===== config.mk =====
export PLATFORM = sky130hd
export DESIGN_NAME = window_watchdog_control
export DESIGN_NICKNAME = d
export VERILOG_FILES = /design/src/shared/watchdog_pkg.sv /design/src/shared/timer_if.sv /design/src/watchdog_timer.sv /design/src/window_watchdog_control.sv
export SDC_FILE = /design/constraint.sdc
export NUM_CORES = 1
export LEC_CHECK = 0
export ABC_AREA = 1
export BUFFER_PORTS_ARGS = -buffer_cell sky130_fd_sc_hd__buf_2
export CELL_PAD_IN_SITES_DETAIL_PLACEMENT = 1
export CELL_PAD_IN_SITES_GLOBAL_PLACEMENT = 2
export CORE_AREA = 2 2 145 147
export CTS_CLUSTER_SIZE = 20
export DETAILED_ROUTE_END_ITERATION = 8
export DIE_AREA = 0 0 147 149
export PLACE_DENSITY = 0.95
export SYNTH_ARGS = -nofsm -noshare
export SYNTH_HDL_FRONTEND = slang
export SYNTH_HIERARCHICAL = 1
export SYNTH_SLANG_ARGS = --single-unit

===== constraint.sdc =====
create_clock -name CORE_CLK -period 7.1 [get_ports CORE_CLK]
set_input_delay 1.42 -clock CORE_CLK [delete_from_list [all_inputs] [get_ports CORE_CLK]]
set_output_delay 1.42 -clock CORE_CLK [all_outputs]
set_load 0.05 [all_outputs]

===== src/shared/watchdog_pkg.sv =====
// Purpose : Shared constants and types of the window watchdog.
// Assumes : One core clock; registers one per aligned 32-bit word.
// Notes   : Register offsets are word indices; byte address is four times the index.
`default_nettype none

package watchdog_pkg;

  // ****************************************************************
  // Register map (word indices)
  // ****************************************************************
  localparam logic [3:0] CTRL_IDX    = 4'h8;  // Watchdog control
  localparam logic [3:0] SERVICE_IDX = 4'hb;  // Watchdog service (key port)
  localparam logic [3:0] STATUS_IDX  = 4'hc;  // Sticky event status
  localparam logic [3:0] MASK_IDX    = 4'hd;  // Interrupt mask

  // ****************************************************************
  // Control field positions and reset value
  // ****************************************************************
  localparam int         CTRL_WINDOW_BIT = 7;
  localparam int         CTRL_HALT_BIT   = 6;
  localparam int         CTRL_MASK_BIT   = 5;
  localparam int         CTRL_RATE_LSB   = 0;
  localparam logic [7:0] CTRL_RESET      = 8'h00;  // Plain default
  localparam logic [2:0] RATE_OFF        = 3'h0;

  // ****************************************************************
  // Service keys
  // ****************************************************************
  localparam logic [7:0] KEY_FIRST  = 8'h55;
  localparam logic [7:0] KEY_SECOND = 8'haa;

  // ****************************************************************
  // Status and mask bit positions
  // ****************************************************************
  localparam int         EV_W        = 4;
  localparam int         EV_TIMEOUT  = 0;  // Period ran out
  localparam int         EV_BADKEY   = 1;  // Wrong service value
  localparam int         EV_WINDOW   = 2;  // Service write too early
  localparam int         EV_SERVICED = 3;  // Key pair completed
  localparam logic [3:0] MASK_RESET  = 4'h0;

  // ****************************************************************
  // Timer sizing
  // ****************************************************************
  localparam int EXP_W = 5;   // Width of a period exponent
  localparam int CNT_W = 25;  // Holds counts up to two to the 24th

endpackage : watchdog_pkg

`default_nettype wire


===== src/shared/timer_if.sv =====
// Purpose : Link between watchdog control logic and its period timer.
// Assumes : Both ends on the same clock.
// Notes   : ctl drives settings, tmr reports window and expiry.
`default_nettype none

interface timer_if;
  import watchdog_pkg::*;
  logic             enable;     // Counter running
  logic             restart;    // Start a fresh period
  logic             freeze;     // Hold count during debug halt
  logic [EXP_W-1:0] exp;        // Period is two to this power
  logic             in_window;  // Last quarter of the period reached
  logic             expired;    // One-cycle pulse at end of period

  modport ctl (output enable, restart, freeze, exp, input in_window, expired);
  modport tmr (input enable, restart, freeze, exp, output in_window, expired);
endinterface : timer_if

`default_nettype wire


===== src/watchdog_timer.sv =====
// Purpose : Period counter of the watchdog, counted in oscillator ticks.
// Assumes : Oscillator rate is the core clock divided by OSC_DIV.
// Notes   : Restart wins over freeze so a service in debug halt still counts.
`default_nettype none

module watchdog_timer
  import watchdog_pkg::*;
#(
  parameter int OSC_DIV = 1  // Core cycles per oscillator cycle
) (
  input  wire logic clk,     // Core clock
  input  wire logic arst_n,  // Asynchronous reset, active low
  timer_if.tmr      tif      // Settings in, window and expiry out
);

  typedef struct packed {
    logic [7:0]       div;
    logic [CNT_W-1:0] count;
    logic             expired;
  } tmr_state_t;

  tmr_state_t state_reg;
  tmr_state_t state_next;
  logic [CNT_W-1:0] period;
  logic [CNT_W-1:0] open_at;

  // ****************************************************************
  // Period arithmetic
  // ****************************************************************
  // Window opens once three quarters of the period are used up
  assign period        = CNT_W'(1) << tif.exp;
  assign open_at       = period - (period >> 2);
  assign tif.in_window = (state_reg.count >= open_at);
  assign tif.expired   = state_reg.expired;

  // Count oscillator ticks since the latest restart
  always_comb begin
    state_next         = state_reg;
    state_next.expired = 1'b0;
    if (tif.restart || !tif.enable) begin
      state_next.div   = 8'h00;
      state_next.count = '0;
    end else if (!tif.freeze) begin
      if (state_next.div == 8'(OSC_DIV - 1)) begin
        state_next.div = 8'h00;
        if (state_reg.count == period - CNT_W'(1)) begin
          state_next.expired = 1'b1;
          state_next.count   = '0;
        end else begin
          state_next.count = state_reg.count + CNT_W'(1);
        end
      end else begin
        state_next.div = state_reg.div + 8'h01;
      end
    end
  end

  // State register
  always_ff @(posedge clk or negedge arst_n) begin
    if (!arst_n) begin
      state_reg <= '0;
    end else begin
      state_reg <= state_next;
    end
  end

endmodule : watchdog_timer

`default_nettype wire


===== src/window_watchdog_control.sv =====
// Purpose : Window watchdog control, service key checker and register slave.
// Assumes : Avalon-MM slave with byte addresses; registers in the low byte lane.
// Notes   : Mode and debug pins are asynchronous and pass two flip-flops.
//
// Operation
// - Control register reads back its current fields at any time.
// - Debug-halt bit writes freely in special modes, otherwise only sets.
// - Window bit and rate write freely in special modes, else only once.
// - In normal modes zero rate or zero window is ignored but uses the write.
// - Period restarts on accepted nonzero rate unmasked, or debug-halt rising.
// - In window mode a service write in the first 75% resets the system.
// - First key may repeat in window; second key restarts, then wait again.
// - Debug-halt set freezes watchdog and tick counters while debug is active.
// - Write-mask bit is write-only and shields window and rate from that write.
// - Nonzero rate enables counting; reaching period end raises system reset.
// - Enabled, debug, no halt, special or emulation: longest period, no window.
// - Rate 000 off; 001-101 two to 14..22 by twos; 110 to 23; 111 to 24.
// - Time-out counts oscillator cycles from the most recent restart.
// - Service register at index 0x000B reads zero and writes any time.
// - Service writes are ignored while the rate is zero.
// - Any service value other than the two keys resets at once when enabled.
//
// Local design decision: the Avalon-MM slave port.
`default_nettype none

module window_watchdog_control
  import watchdog_pkg::*;
#(
  parameter int OSC_DIV   = 1,   // Core cycles per oscillator cycle
  parameter int RATE1_EXP = 14,  // Period exponents, shorten for simulation
  parameter int RATE2_EXP = 16,
  parameter int RATE3_EXP = 18,
  parameter int RATE4_EXP = 20,
  parameter int RATE5_EXP = 22,
  parameter int RATE6_EXP = 23,
  parameter int RATE7_EXP = 24
) (
  input  wire logic        CORE_CLK,         // Core clock, 25 MHz
  input  wire logic        ARST_N,           // Asynchronous reset, active low
  input  wire logic [5:0]  AVS_ADDRESS,      // Byte address
  input  wire logic        AVS_READ,         // Read request
  input  wire logic        AVS_WRITE,        // Write request
  input  wire logic [31:0] AVS_WRITEDATA,    // Write data
  input  wire logic [3:0]  AVS_BYTEENABLE,   // Byte lanes
  output logic      [31:0] AVS_READDATA,     // Read data
  output logic             AVS_WAITREQUEST,  // High while request not done
  input  wire logic        SPECIAL_MODE,     // Special mode pin
  input  wire logic        EMUL_MODE,        // Emulation mode pin
  input  wire logic        DEBUG_ACTIVE,     // Active background debug
  output logic             SYS_RESET_REQ,    // System reset request pulse
  output logic             TICK_FREEZE,      // Freeze for periodic tick counter
  output logic             IRQ               // Level interrupt
);

  // ****************************************************************
  // State
  // ****************************************************************
  typedef struct packed {
    logic [1:0]      special_sync;  // Mode pin synchroniser
    logic [1:0]      emul_sync;     // Emulation pin synchroniser
    logic [1:0]      debug_sync;    // Debug pin synchroniser
    logic            window;        // Window mode
    logic            halt;          // Debug-halt select
    logic [2:0]      rate;          // Time-out rate
    logic            once_used;     // Single normal-mode write spent
    logic            armed;         // First key seen
    logic            restart;       // Restart request to the timer
    logic            reset_req;     // System reset pulse
    logic            tick_freeze;   // Periodic tick freeze
    logic            waitreq;       // Bus wait
    logic [31:0]     rdata;         // Bus read data
    logic [EV_W-1:0] status;        // Sticky events
    logic [EV_W-1:0] mask;          // Interrupt enables
    logic            irq;           // Interrupt output
  } ctl_state_t;

  ctl_state_t s_reg;
  ctl_state_t s_next;
  timer_if    tif ();

  logic            special;
  logic            emul;
  logic            debug;
  logic            enabled;
  logic            override;
  logic            access;
  logic            do_write;
  logic            do_read;
  logic [3:0]      index;
  logic [7:0]      wbyte;
  logic [EV_W-1:0] events;

  // ****************************************************************
  // Helpers
  // ****************************************************************
  // Rate field to period exponent
  function automatic logic [EXP_W-1:0] rate_exp(input logic [2:0] rate);
    logic [EXP_W-1:0] e;
    e = EXP_W'(RATE7_EXP);
    case (rate)
      3'h1: e = EXP_W'(RATE1_EXP);
      3'h2: e = EXP_W'(RATE2_EXP);
      3'h3: e = EXP_W'(RATE3_EXP);
      3'h4: e = EXP_W'(RATE4_EXP);
      3'h5: e = EXP_W'(RATE5_EXP);
      3'h6: e = EXP_W'(RATE6_EXP);
      default: e = EXP_W'(RATE7_EXP);
    endcase
    return e;
  endfunction : rate_exp

  // Control register image as software reads it
  function automatic logic [7:0] ctrl_image(input logic w, input logic h,
                                            input logic [2:0] r);
    logic [7:0] v;
    v                  = 8'h00;  // Mask bit and unused bits stay zero
    v[CTRL_WINDOW_BIT] = w;
    v[CTRL_HALT_BIT]   = h;
    v[CTRL_RATE_LSB +: 3] = r;
    return v;
  endfunction : ctrl_image

  // ****************************************************************
  // Decoded conditions
  // ****************************************************************
  // Synchronised pins, read only from the second stage
  assign special  = s_reg.special_sync[1];
  assign emul     = s_reg.emul_sync[1];
  assign debug    = s_reg.debug_sync[1];
  assign enabled  = (s_reg.rate != RATE_OFF);
  assign override = enabled && debug && !s_reg.halt && (special || emul);

  // One wait cycle, then the request completes on the edge with wait low
  assign access   = (AVS_READ || AVS_WRITE) && !s_reg.waitreq;
  assign do_write = access && AVS_WRITE && AVS_BYTEENABLE[0];
  assign do_read  = access && AVS_READ;
  assign index    = AVS_ADDRESS[5:2];
  assign wbyte    = AVS_WRITEDATA[7:0];

  // ****************************************************************
  // Timer connection
  // ****************************************************************
  // Debug override forces the longest period with the window off
  assign tif.enable  = enabled;
  assign tif.restart = s_reg.restart;
  assign tif.freeze  = s_reg.halt && debug;
  assign tif.exp     = override ? EXP_W'(RATE7_EXP) : rate_exp(s_reg.rate);

  watchdog_timer #(
    .OSC_DIV (OSC_DIV)
  ) u_timer (
    .clk    (CORE_CLK),
    .arst_n (ARST_N),
    .tif    (tif)
  );

  // ****************************************************************
  // Next-state logic
  // ****************************************************************
  // Register writes, service checking and event collection
  always_comb begin
    s_next              = s_reg;
    events              = '0;
    s_next.special_sync = {s_reg.special_sync[0], SPECIAL_MODE};
    s_next.emul_sync    = {s_reg.emul_sync[0], EMUL_MODE};
    s_next.debug_sync   = {s_reg.debug_sync[0], DEBUG_ACTIVE};
    s_next.restart      = 1'b0;
    s_next.reset_req    = 1'b0;
    s_next.tick_freeze  = s_reg.halt && debug;
    s_next.waitreq      = 1'b1;

    // Bus handshake: drop wait for one cycle after a request is seen
    if ((AVS_READ || AVS_WRITE) && s_reg.waitreq) begin
      s_next.waitreq = 1'b0;
    end

    // Read data are captured in the wait cycle so they stand at the done edge
    if (AVS_READ && s_reg.waitreq) begin
      case (index)
        CTRL_IDX:    s_next.rdata = {24'h000000,
                                     ctrl_image(s_reg.window, s_reg.halt, s_reg.rate)};
        SERVICE_IDX: s_next.rdata = 32'h00000000;
        STATUS_IDX:  s_next.rdata = {28'h0000000, s_reg.status};
        MASK_IDX:    s_next.rdata = {28'h0000000, s_reg.mask};
        default:     s_next.rdata = 32'h00000000;
      endcase
    end

    // Control register write
    if (do_write && index == CTRL_IDX) begin
      if (special) begin
        s_next.halt = wbyte[CTRL_HALT_BIT];
      end else begin
        s_next.halt = s_reg.halt | wbyte[CTRL_HALT_BIT];
      end
      if (!s_reg.halt && s_next.halt) begin
        s_next.restart = 1'b1;
      end
      // Mask bit shields window and rate, and spends nothing
      if (!wbyte[CTRL_MASK_BIT] && (special || !s_reg.once_used)) begin
        if (special || wbyte[CTRL_RATE_LSB +: 3] != RATE_OFF) begin
          s_next.rate = wbyte[CTRL_RATE_LSB +: 3];
        end
        if (special || wbyte[CTRL_WINDOW_BIT]) begin
          s_next.window = wbyte[CTRL_WINDOW_BIT];
        end
        if (!special) begin
          s_next.once_used = 1'b1;
        end
        if (wbyte[CTRL_RATE_LSB +: 3] != RATE_OFF) begin
          s_next.restart = 1'b1;
          s_next.armed   = 1'b0;
        end
      end
    end

    // Service register write, ignored while the watchdog is off
    if (do_write && index == SERVICE_IDX && enabled) begin
      if (s_reg.window && !override && !tif.in_window) begin
        events[EV_WINDOW] = 1'b1;
      end else if (wbyte == KEY_FIRST) begin
        s_next.armed = 1'b1;
      end else if (wbyte == KEY_SECOND) begin
        if (s_reg.armed) begin
          s_next.armed          = 1'b0;
          s_next.restart        = 1'b1;
          events[EV_SERVICED]   = 1'b1;
        end
      end else begin
        events[EV_BADKEY] = 1'b1;
      end
    end

    // Period ran out without a completed key pair
    if (tif.expired) begin
      events[EV_TIMEOUT] = 1'b1;
    end

    // Any fault raises a one-cycle reset pulse and restarts the count
    if (events[EV_TIMEOUT] || events[EV_BADKEY] || events[EV_WINDOW]) begin
      s_next.reset_req = 1'b1;
      s_next.restart   = 1'b1;
      s_next.armed     = 1'b0;
    end

    // Mask register write
    if (do_write && index == MASK_IDX) begin
      s_next.mask = wbyte[EV_W-1:0];
    end

    // Read of status clears only the bits that were reported, new events win
    if (do_read && index == STATUS_IDX) begin
      s_next.status = s_reg.status & ~s_reg.rdata[EV_W-1:0];
    end
    s_next.status = s_next.status | events;

    // Level interrupt from unmasked sticky bits
    s_next.irq = |(s_next.status & s_next.mask);
  end

  // ****************************************************************
  // State register
  // ****************************************************************
  // Reset loads constants only; pins are caught later by the synchronisers
  always_ff @(posedge CORE_CLK or negedge ARST_N) begin
    if (!ARST_N) begin
      s_reg           <= '0;
      s_reg.window    <= CTRL_RESET[CTRL_WINDOW_BIT];
      s_reg.halt      <= CTRL_RESET[CTRL_HALT_BIT];
      s_reg.rate      <= CTRL_RESET[CTRL_RATE_LSB +: 3];
      s_reg.waitreq   <= 1'b1;
      s_reg.mask      <= MASK_RESET;
    end else begin
      s_reg <= s_next;
    end
  end

  // ****************************************************************
  // Outputs
  // ****************************************************************
  // Every output is a flip-flop of the state
  assign AVS_READDATA    = s_reg.rdata;
  assign AVS_WAITREQUEST = s_reg.waitreq;
  assign SYS_RESET_REQ   = s_reg.reset_req;
  assign TICK_FREEZE     = s_reg.tick_freeze;
  assign IRQ             = s_reg.irq;

endmodule : window_watchdog_control

`default_nettype wire


[Word level (Yosys, flattened, before mapping)]
Cells that the tools add are included.
Word-level totals
  input port bits: 49
  register bits: 92
Operators by class
  reduce and logical (&&, ||, !) cells: 43
  shift-type cells: 1
  $add $sub $neg: 4
  $lt $le $gt $ge: 1
  bitwise operators: 6
  equality and inequality tests: 14
  mux-type cells: 36
Operators by type and width (number)
  34-bit 2-to-1 mux: 1
  33-bit 2-to-1 mux: 1
  5-bit case mux with 6 select lines: 1
  26-bit 2-to-1 mux: 1
  25-bit by 1-bit adder with 25-bit output (second input constant): 1
  25-bit == test: 1
  25-bit greater-or-equal comparator: 1
  25-bit 2-to-1 mux: 1
  1-bit by 5-bit << shifter with 25-bit output (first input constant): 1
  25-bit by 1-bit subtractor with 25-bit output (second input constant): 1
  25-bit by 23-bit subtractor with 25-bit output: 1
  8-bit case mux with 3 select lines: 1
  1-bit logical AND: 19
  1-bit 2-to-1 mux: 17
  4-bit == test (second input constant): 4
  2-bit 2-to-1 mux: 7
  3-bit == test (second input constant): 3
  3-bit AND reduction: 3
  8-bit by 1-bit adder with 8-bit output (second input constant): 1
  4-bit AND: 2
  8-bit by 7-bit == test with 1-bit output (second input constant): 1
  8-bit == test (second input constant): 1
  8-bit zero test: 1
  1-bit logical OR: 8
  16 further kinds: 26

[Depth between registers and ports, before layout]
Gate-level depths: netlist of the first run.
  depth in word-level cells: 17
  gate-level depth with buffers: 38
  gate-level depth less buffers: 38

[Hierarchy]
The synthesis of the first run kept the hierarchy.
By module, submodules not included
  watchdog_timer: times used 1, cells an instance 835, seq. area each 850.8 µm², area each 5171.2 µm²
  window_watchdog_control: times used 1, cells an instance 228, seq. area each 802.0 µm², area each 1835.5 µm²

[Worst setup path after synthesis of the first run]
No wires, ideal clock.
  path type: reg2reg
  from: register s_reg[47] (netlist name)
  to: register s_reg[45] (netlist name)
  setup time: 0.077 ns
  setup slack: 2.206 ns
  required time: 7.023 ns
  arrival time: 4.817 ns
  stages on the path, launching flop included: 30
  clock period less this slack: 4.894 ns
  cell sequence: dfrtp_1 -> nor2_4 -> nand2_4 -> nand2_2 -> nand2_1 -> inv_2 -> buf_4 -> nand4_1 -> ha_1 -> fa_1 -> o21ai_0 -> o21ai_0 -> o21ai_0 -> a31oi_1 -> o21a_1 -> o21ai_0 -> xnor2_1 -> ha_1 -> inv_1 -> nor3_1 -> nand2_1 -> o211ai_1 -> a21oi_1 -> o21ai_0 -> inv_1 -> nand2_1 -> a21oi_2 -> nor3_1 -> nand2_1 -> a21oi_1
RTL lines
  start, declared: RTL line window_watchdog_control.sv:77  | ctl_state_t s_reg;
  start signal, assigned: RTL line window_watchdog_control.sv:274  | s_reg <= s_next;

==> results.ini, run 1 <==
[floorplanning]
die_w_um=147
die_area_um2=21900
core-area_um2=20600
initial_utilization=0.341
rows=53
num_io_pins=85
fp.dieH_um=149

[global_routing]
antenna_found_initial=0
first_global_vias=6856
overflow=0
grt_max_degree=67
track_usage=0.195
grt_pass1_wl_um=34600

[clocking]
clkSinkCount=66
cts_tree=yes
post-cts-setup-buffer-count=0
cts_root_buffer=clkbuf_16
cts_hold_buf=0
numCtsBuffers=9
ctsResizeCount=0
clkLatencyLatePin_ns=0.33
clk_pin_slew_ns=0.05
cts_buffer_depth=2
h-tree-depth=3

[synth]
ys_ff_latch=66
yosysMostFrequentCell=nand2_1
yosys.area.top_type=dfrtp_1
ys.flop_type=dfrtp_1
syn_area_per_cell_um2=6.59
synth_area_leaders=dfrtp_1 (23%), nand2_1 (15%), ha_1 (9.6%)
netlist_instances=1063
synthTopCellsByCount=nand2_1 (275), inv_1 (139), nor2_1 (106), nand3_1 (88), dfrtp_1 (65)
synth_cell_types=51
yosysSeqAreaShare=0.236
synth_edf_count=0
netlist_area_um2=7010
ys_warn_count=6
async_flop_share=1.00
synth_top_area_frac=0.232

[timing]
finalSetupViolCount=0
tns_ns=0
final-hold-violation-count=0
rsz0062_at_grt=false
fin_crit_sh=0.907
fmax_mhz=155
worst_pin_slew_ns=0.864
maxSlewHeadroom=0.424
finalMaxSlewViolations=0
finClkSkew_ns=0.00399
timing.final.crit_period_ns=6.44

[drt]
viasPerCell=5.06
wl_per_cell_um=15.5
postRouteWirelength_um=21200
postRouteAntennaNets=0
vias=6917
first_pass_iters=5
drt_iter0_markers=368
route.detailed.drc=0

[pwr]
peakVddDrop_mv=0.107
p_int_mw=0.916
p_switching_mw=0.725
seqPwrFrac=0.278
comb_power_share=0.471
swShare=0.442
powerDensity_nw_per_um2=216
power.leakage_nw=4.17
pwr-share-clk=0.250

[critical_path]
reg2reg_depth=31
r2r-start=s_reg[47]
crit_start=s_reg[47]
startpoint_type=flip-flop
arrival_ns=6.65
cpPeakStageDelay_ns=0.52
endpoint_kind=flip-flop
r2r_slack_ns=0.66
regToRegEndpoint=IRQ
worstPathRequired_ns=7.31
path_max_fanout=17
critPathSlowestCell=nor4_1
criticalPathCategory=reg2reg
worst_path_most_repeated_cell=nand2_1
endpoint=IRQ

[placement]
dp_hpwl_um=17300
port_buffers=29
place_congestion=0.882

[layout]
largest_reg_flops=33
drive_gt1_frac=0.0988
area_delta_synth_final_pct=8.39
final_core_util=0.369
finalNetCount=1193
antennaDiodeCount=0

[outcome]
status=finished clean

[hold_path]
hp-class=reg2reg

[run]
maxCapViolations=0

==> stage by stage <==
stage,area (um2),std cells,hold WS [ns],worst slack (ns),total power [mW]
global route,7590,1368,0.374,0.178,1.77
finish,7590,1368,0.356,0.662,1.64
CTS,7590,1368,0.368,0.659,1.66
detailed placement,7320,1353,0.356,0.751,1.24
global placement,7320,1353,0.334,0.874,1.21
floorplan,7100,1088,0.331,2.21,1.04
==> placed cells by master (no fill, tap or decap), drive strengths merged, types with 34 or more instances in the layout <==
cell type    n
a21oi       44
buf         34
dfrtp       65
ha          54
inv        148
nand2      288
nand3      103
nor2       121
o21ai       45
xor2        45
==> logic make-up after synthesis <==
| group | after synthesis | share of synthesized area |
|---|---|---|
| buffers and inverters | 193 | 0.124 |
| AOI/OAI and AO/OA | 119 | 0.0970 |
| other | 1 | 0.000535 |
| xor gates and xnor gates | 58 | 0.0725 |
| and+or+nand+nor | 571 | 0.371 |
| DFF | 66 | 0.236 |
| adders and majority gates | 55 | 0.0993 |
==> power by group through the flow <==
| stage | clock, mW | sequential [mW] | combinational (mW) |
|---|---|---|---|
| floorplan | 0 | 0.452 | 0.589 |
| global placement | 0 | 0.460 | 0.748 |
| detailed placement | 0 | 0.462 | 0.773 |
| CTS | 0.422 | 0.457 | 0.777 |
| global route | 0.439 | 0.462 | 0.874 |
| finish | 0.411 | 0.456 | 0.774 |
==> layout make-up <==
class	count	area (um2)
clock inverters	2	12.5
flip-flops and latches	66	1650
repair buffers	34	183
multi-input cells	829	4580
clock buffers	13	260
inverters	149	559
well taps	275	344
fillers	2762	13000
==> per-layer routing <==
metal	routed length (um)	GRT usage
met1	10100	0.260
met4	310	0.0438
met5	0	0
met2	10200	0.344
met3	561	0.0199
==> worst min-delay path by stage <==
stage / from / end / slack (ns) / depth (start not counted)
floorplan: s_next[53] / debug / 0.33 / 0
CTS: s_next[55] / emul / 0.37 / 0
detailed placement: s_next[55] / emul / 0.36 / 0
global route: s_next[55] / emul / 0.37 / 0
global placement: s_next[55] / emul / 0.33 / 0
finish: s_next[55] / emul / 0.36 / 0
==> critical path, delay by kind of cell, from the launching register on <==
family / cells / cell delay, ns
AO/OA/AOI/OAI: 8 / 1.40
XOR/XNOR: 1 / 0.17
adder cells (fa/ha/maj): 3 / 1.07
buffers and inverters: 5 / 0.93
flip-flops: 1 / 0.45
AND/OR/NAND/NOR: 14 / 2.31
Note: power is estimated with default switching activity, not from simulation.
==> inputs of run 2 (changes only) <==
--- a/config.mk
+++ b/config.mk
@@ -9,12 +9,11 @@
 export BUFFER_PORTS_ARGS = -buffer_cell sky130_fd_sc_hd__buf_2
 export CELL_PAD_IN_SITES_DETAIL_PLACEMENT = 1
 export CELL_PAD_IN_SITES_GLOBAL_PLACEMENT = 2
-export CORE_AREA = 2 2 145 147
+export CORE_AREA = 2 2 136 138
 export CTS_CLUSTER_SIZE = 20
 export DETAILED_ROUTE_END_ITERATION = 8
-export DIE_AREA = 0 0 147 149
+export DIE_AREA = 0 0 138 140
 export PLACE_DENSITY = 0.95
 export SYNTH_ARGS = -nofsm -noshare
 export SYNTH_HDL_FRONTEND = slang
-export SYNTH_HIERARCHICAL = 1
 export SYNTH_SLANG_ARGS = --single-unit
==> results.ini, run 2 <==
[outcome]
status=finished clean

[pwr]
powerDensity_nw_per_um2=172  ; -20%
power.leakage_nw=3.68  ; -12%
peakVddDrop_mv=0.109  ; +1.4%

[critical_path]
startpoint_type=flip-flop
arrival_ns=4.40  ; -2.25 ns
criticalPathCategory=reg2reg
worstPathRequired_ns=7.36  ; +0.05 ns
critPathSlowestCell=dfrtp_1
endpoint_kind=flip-flop
worst_path_most_repeated_cell=nand3_1
path_max_fanout=11  ; -6
cpLargestDelayFamily=simple AND/OR/NAND/NOR gates
critPathBufInv=4  ; -1
cpPeakStageDelay_ns=0.39  ; -0.13 ns

[clocking]
cts_root_buffer=clkbuf_16
cts_tree=yes
cts_hold_buf=0  ; unchanged
clkLatencyLatePin_ns=0.34  ; about the same
numCtsBuffers=9  ; unchanged
post-cts-setup-buffer-count=0  ; unchanged
clkSinkCount=66  ; unchanged
h-tree-depth=3  ; unchanged
clk_pin_slew_ns=0.06  ; about the same
cts_buffer_depth=2  ; unchanged
ctsResizeCount=0  ; unchanged

[drt]
postRouteAntennaNets=0  ; unchanged
first_pass_iters=4  ; -1
route.detailed.drc=0  ; unchanged
viasPerCell=4.84  ; -4.3%
vias=5746  ; -17%
drt_iter0_markers=211  ; -43%
postRouteWirelength_um=16700  ; -22%
wl_per_cell_um=14.1  ; -9.5%

[synth]
ys_warn_count=0  ; -6
yosys.area.top_type=dfrtp_1
muxShareOfSynthArea=0.00182  ; +0.00182
synth_edf_count=0  ; unchanged
ys.flop_type=dfrtp_1
synth_top_area_frac=0.263  ; +0.0307
synth_area_leaders=dfrtp_1 (26%), nand2_1 (14%), ha_1 (11%)
yosysMostFrequentCell=nand2_1
netlist_instances=894  ; -16%
netlist_area_um2=6190  ; -12%
async_flop_share=1.00  ; unchanged
synth_cell_types=45  ; -12%
synth_fa_ha_area_frac=0.108  ; +0.00911
synthTopCellsByCount=nand2_1 (234), inv_1 (119), nor2_1 (67), dfrtp_1 (65), nand3_1 (56)
syn_area_per_cell_um2=6.92  ; +5.0%
synth_compound_area_frac=0.108  ; +0.0114
synth_xor_area_frac=0.0580  ; -0.0145
yosysSeqAreaShare=0.267  ; +0.0312
synth_top_family_by_area=simple AND/OR/NAND/NOR gates
synth-simple-area-share=0.327  ; -0.0437
ys_ff_latch=66  ; unchanged

[floorplanning]
die_area_um2=19300  ; -12%
die_w_um=138  ; -6.1%
core-area_um2=17800  ; -14%
fp.dieH_um=140  ; -6.0%
rows=49  ; -7.5%
num_io_pins=85  ; unchanged
initial_utilization=0.348  ; +0.00715

[timing]
final-hold-violation-count=0  ; unchanged
finClkSkew_ns=0.0125  ; +0.00852 ns
finalSetupViolCount=0  ; unchanged
timing.final.crit_period_ns=4.14  ; -2.29 ns
maxSlewHeadroom=0.408  ; -0.0162
fmax_mhz=241  ; +55%
fin_ws_ns=2.96  ; +2.29 ns
rsz0062_at_grt=false
finalMaxSlewViolations=0  ; unchanged
fin_crit_sh=0.584  ; -0.323
whs_ns=0.348  ; -0.00852 ns
worst_pin_slew_ns=0.888  ; +0.0244 ns
tns_ns=0  ; unchanged

[layout]
largest_reg_flops=33  ; unchanged
final_cell_mix=nand2_1 (234), inv_1 (119), nor2_1 (67), dfrtp_1 (65), conb_1 (64)
instances_no_fill=1187  ; -13%
area_delta_synth_final_pct=10.7
finalNetCount=1055  ; -12%
fillers=2331  ; -16%
final_core_util=0.385  ; +0.0159
drive_gt1_frac=0.0992  ; +0.000354
antennaDiodeCount=0  ; unchanged
layout_commonest_cell=nand2_1

[global_routing]
grt_pass1_wl_um=28800  ; -17%
overflow=0  ; unchanged
antenna_found_initial=0  ; unchanged
grt_max_degree=67  ; unchanged
first_global_vias=5911  ; -14%
track_usage=0.180  ; -0.0156

[placement]
place_congestion=0.857  ; -2.8%
dp_hpwl_um=13200  ; -24%
dp_cells=1171  ; -13%
port_buffers=29  ; unchanged
place_ws_ns=2.99  ; +2.24 ns

[run]
maxCapViolations=0  ; unchanged

[hold_path]
hp-class=reg2reg

[run 2: changes by cell type after synthesis, moves of 6 or more]
cell     delta
inv_1      -20
nand2_1    -41
nand2_2     -6
nand3_1    -32
nand4_1    -11
nor2_1     -39
o21ai_0     +9
xor2_1     -14
[run 2: layout make-up]
cell class	instances	area [um2]	share of cell area
sequential	66	1650	0.241
clock inverter	6	65.1	0.00950
clock buffer	10	239	0.0349
tap	229	287	0.0418
multi-input combinational	719	3980	0.580
timing repair buffer	31	160	0.0234
inverter	126	473	0.0690
[run 2: report_power, final]
group / switching [mW] / internal (mW)
sequential: 0.0109 / 0.391
combinational: 0.222 / 0.0911
clock: 0.181 / 0.282
total: 0.413 / 0.764
[run 2: logic make-up after synthesis]
| group | Yosys count |
|---|---|
| compound gates | 122 |
| xor+xnor | 41 |
| fa+ha+maj | 53 |
| buf+inv | 171 |
| flops | 66 |
| mux | 1 |
| other cells | 2 |
| simple gates | 438 |
[run 2: routing by layer]
layer | global-route usage | up-vias | part of all wire
met5 | 0 | - | 0
met4 | 0.0516 | 0 | 0.015
met3 | 0.0222 | 17 | 0.023
met2 | 0.324 | 61 | 0.49
met1 | 0.226 | 2732 | 0.47
li1 | - | 2936 | -
[run 2: worst reg2reg max path: cells and delay by family, from the launching register on]
| kind | cells | cell delay (ns) |
|---|---|---|
| fa+ha+maj | 2 | 0.65 |
| compound gates | 2 | 0.22 |
| buf+inv | 4 | 0.35 |
| flops | 1 | 0.39 |
| xor+xnor | 1 | 0.09 |
| simple gates | 18 | 2.34 |
[run 2: worst paths after layout]
kind	slack [ns]	from	cells past startpoint	end
worst max-delay path	2.96	s_reg[50]	27	s_reg[45]
worst min-delay path	0.35	s_next[53]	0	debug
worst max register to register	2.96	s_reg[50]	27	s_reg[45]
worst min register to register	0.35	s_next[53]	0	debug
max in group asynchronous	5.23	ARST_N	2	IRQ
min in group asynchronous	1.28	ARST_N	2	u_timer.state_reg[5]
[run 2: stage by stage]
stage                     total power [mW]  cell area (um2)
after floorplan                      0.659             6420
after global placement               0.699             6550
after detailed placement             0.705             6550
after CTS                             1.17             6850
after global routing                  1.24             6850
final                                 1.18             6850
==> inputs of run 3 (changes only) <==
--- a/config.mk
+++ b/config.mk
@@ -9,11 +9,11 @@
 export BUFFER_PORTS_ARGS = -buffer_cell sky130_fd_sc_hd__buf_2
 export CELL_PAD_IN_SITES_DETAIL_PLACEMENT = 1
 export CELL_PAD_IN_SITES_GLOBAL_PLACEMENT = 2
-export CORE_AREA = 2 2 136 138
+export CORE_AREA = 2 2 147 149
 export CTS_CLUSTER_SIZE = 20
 export DETAILED_ROUTE_END_ITERATION = 8
-export DIE_AREA = 0 0 138 140
-export PLACE_DENSITY = 0.95
+export DIE_AREA = 0 0 149 151
+export PLACE_DENSITY = 0.88
 export SYNTH_ARGS = -nofsm -noshare
 export SYNTH_HDL_FRONTEND = slang
 export SYNTH_SLANG_ARGS = --single-unit
==> constraint.sdc (replaced) <==
create_clock -name CORE_CLK -period 3.5 [get_ports CORE_CLK]
set_input_delay 0.7 -clock CORE_CLK [delete_from_list [all_inputs] [get_ports CORE_CLK]]
set_output_delay 0.7 -clock CORE_CLK [all_outputs]
set_load 0.05 [all_outputs]
==> results.ini, run 3 (same netlist as run 2, synthesis figures left out) <==
[outcome]
status=complete, but fails checks
violations=negative setup slack

[drt]
vias=6130  ; +6.7%
drt_iter0_markers=197  ; -6.6%
first_pass_iters=4  ; unchanged
postRouteAntennaNets=0  ; unchanged
postRouteWirelength_um=18600  ; +11%
wl_per_cell_um=14.3  ; +1.5%
viasPerCell=4.70  ; -2.8%
route.detailed.drc=0  ; unchanged

[global_routing]
track_usage=0.167  ; -0.0128
first_global_vias=6264  ; +6.0%
antenna_found_initial=0  ; unchanged
grt_max_degree=67  ; unchanged
overflow=0  ; unchanged
grt_pass1_wl_um=30200  ; +5.0%

[timing]
timing.final.crit_period_ns=3.55  ; -0.596 ns
fmax_mhz=282  ; +17%
worst_pin_slew_ns=0.866  ; -0.0220 ns
maxSlewHeadroom=0.422  ; +0.0147
finalSetupViolCount=2  ; +2
fin_crit_sh=1.01  ; +0.430
rsz0062_at_grt=true
finalMaxSlewViolations=0  ; unchanged
fin_ws_ns=-0.0481  ; -3.00 ns
final-hold-violation-count=0  ; unchanged
finClkSkew_ns=0.0158  ; +0.00326 ns

[critical_path]
cp.depth=27  ; unchanged
endpoint_kind=flip-flop
path_max_fanout=6  ; -5
arrival_ns=3.78  ; -0.62 ns
cpPeakStageDelay_ns=0.40  ; about the same
cpLargestDelayFamily=simple AND/OR/NAND/NOR gates
criticalPathCategory=reg2reg
critPathBufInv=3  ; -1
startpoint_type=flip-flop
worstPathRequired_ns=3.73  ; -3.63 ns
critPathSlowestCell=dfrtp_1
worst_path_most_repeated_cell=nand2_4
reg2reg_depth=27  ; unchanged

[layout]
layout_commonest_cell=nand2_1
finalNetCount=1125  ; +6.6%
largest_reg_flops=33  ; unchanged
drive_gt1_frac=0.227  ; +0.127
stdcell_area_um2=7880  ; +15%
area_delta_synth_final_pct=27.3
antennaDiodeCount=0  ; unchanged
final_cell_mix=nand2_1 (215), inv_1 (112), buf_4 (65), dfrtp_1 (64), conb_1 (64)

[placement]
dpl_cell_area_um2=7030  ; +7.3%
port_buffers=29  ; unchanged
place_congestion=0.773  ; -9.8%
dp_hpwl_um=13900  ; +5.5%

[floorplanning]
initial_utilization=0.297  ; -0.0509
fp.dieH_um=151  ; +7.9%
num_io_pins=85  ; unchanged
die_area_um2=22500  ; +16%
rows=53  ; +8.2%
core-area_um2=20800  ; +17%
die_w_um=149  ; +8.0%

[clocking]
cts_tree=yes
numCtsBuffers=9  ; unchanged
cts_buffer_depth=2  ; unchanged
clkSinkCount=66  ; unchanged
clk_pin_slew_ns=0.06  ; about the same
clkLatencyLatePin_ns=0.35  ; about the same
h-tree-depth=3  ; unchanged
cts_root_buffer=clkbuf_16

[pwr]
seqPwrFrac=0.316  ; -0.026
power.leakage_nw=4.11  ; +12%
total_power_mw=2.58  ; +120%
pwr-share-clk=0.363  ; -0.030
swShare=0.364  ; +0.0134
comb_power_share=0.321  ; +0.056
p_int_mw=1.64  ; +110%
p_switching_mw=0.940  ; +130%
powerDensity_nw_per_um2=328  ; +91%
peakVddDrop_mv=0.224  ; +110%

[hold_path]
hp-class=reg2reg
whs_path_depth=0  ; unchanged

[run]
maxCapViolations=0  ; unchanged

[run 3: changes by cell type in the layout (fill, tap and decap cells not counted), sizes merged]
cell,delta
clkinvlp,+1
buf,+70
clkinv,-1
[run 3: metrics by stage]
stage	TNS (ns)	std cells	worst slack, ns	hold WS, ns	utilization
floorplan	0	956	0.241	0.331	-
global placement	-0.815	1273	-0.254	0.333	0.337
detailed placement	-1.35	1273	-0.350	0.336	0.337
CTS	-0.150	1292	-0.0893	0.351	0.364
global route	-1.28	1303	-0.311	0.360	0.378
finish	-0.0608	1303	-0.0481	0.351	0.378
[run 3: timing repair]
| action | CTS | global route |
|---|---|---|
| resized for setup | 54 | 51 |
| hold buffers | 0 | 0 |
| setup endpoints to repair | 7 | 7 |
| pin swaps | 29 | 19 |
| setup buffers | 3 | 12 |
[run 3: worst paths after layout]
check                                             end        from  slack (ns)
worst min register to register                   emul  s_next[55]        0.35
max in group asynchronous                   s_reg[47]      ARST_N        2.34
worst max register to register                    IRQ   s_reg[57]       -0.05
min in group asynchronous       u_timer.state_reg[27]      ARST_N        0.56
worst min-delay path                             emul  s_next[55]        0.35
worst max-delay path                              IRQ   s_reg[57]       -0.05
[run 3: metal layers]
metal  track usage  part of all wire
met5             0                 0
met1         0.209              0.45
met2         0.301              0.51
met3        0.0280             0.023
met4        0.0371             0.012
[run 3: area by class of cell]
cell class / count / area, um2
well taps: 275 / 344
multi-input cells: 719 / 4390
repair buffers: 101 / 712
clock buffers: 10 / 229
inverters: 126 / 478
clock inverters: 6 / 67.6
fillers: 2660 / 12900
flip-flops and latches: 66 / 1650
[run 3: power groups by stage]
stage | clock [mW] | combinational [mW] | sequential, mW
2_1_floorplan | 0 | 0.497 | 0.840
3_3_place_gp | 0 | 0.660 | 0.826
3_5_place_dp | 0 | 0.676 | 0.828
4_1_cts | 0.965 | 0.729 | 0.814
5_1_grt | 0.991 | 0.919 | 0.818
6_report | 0.938 | 0.828 | 0.815
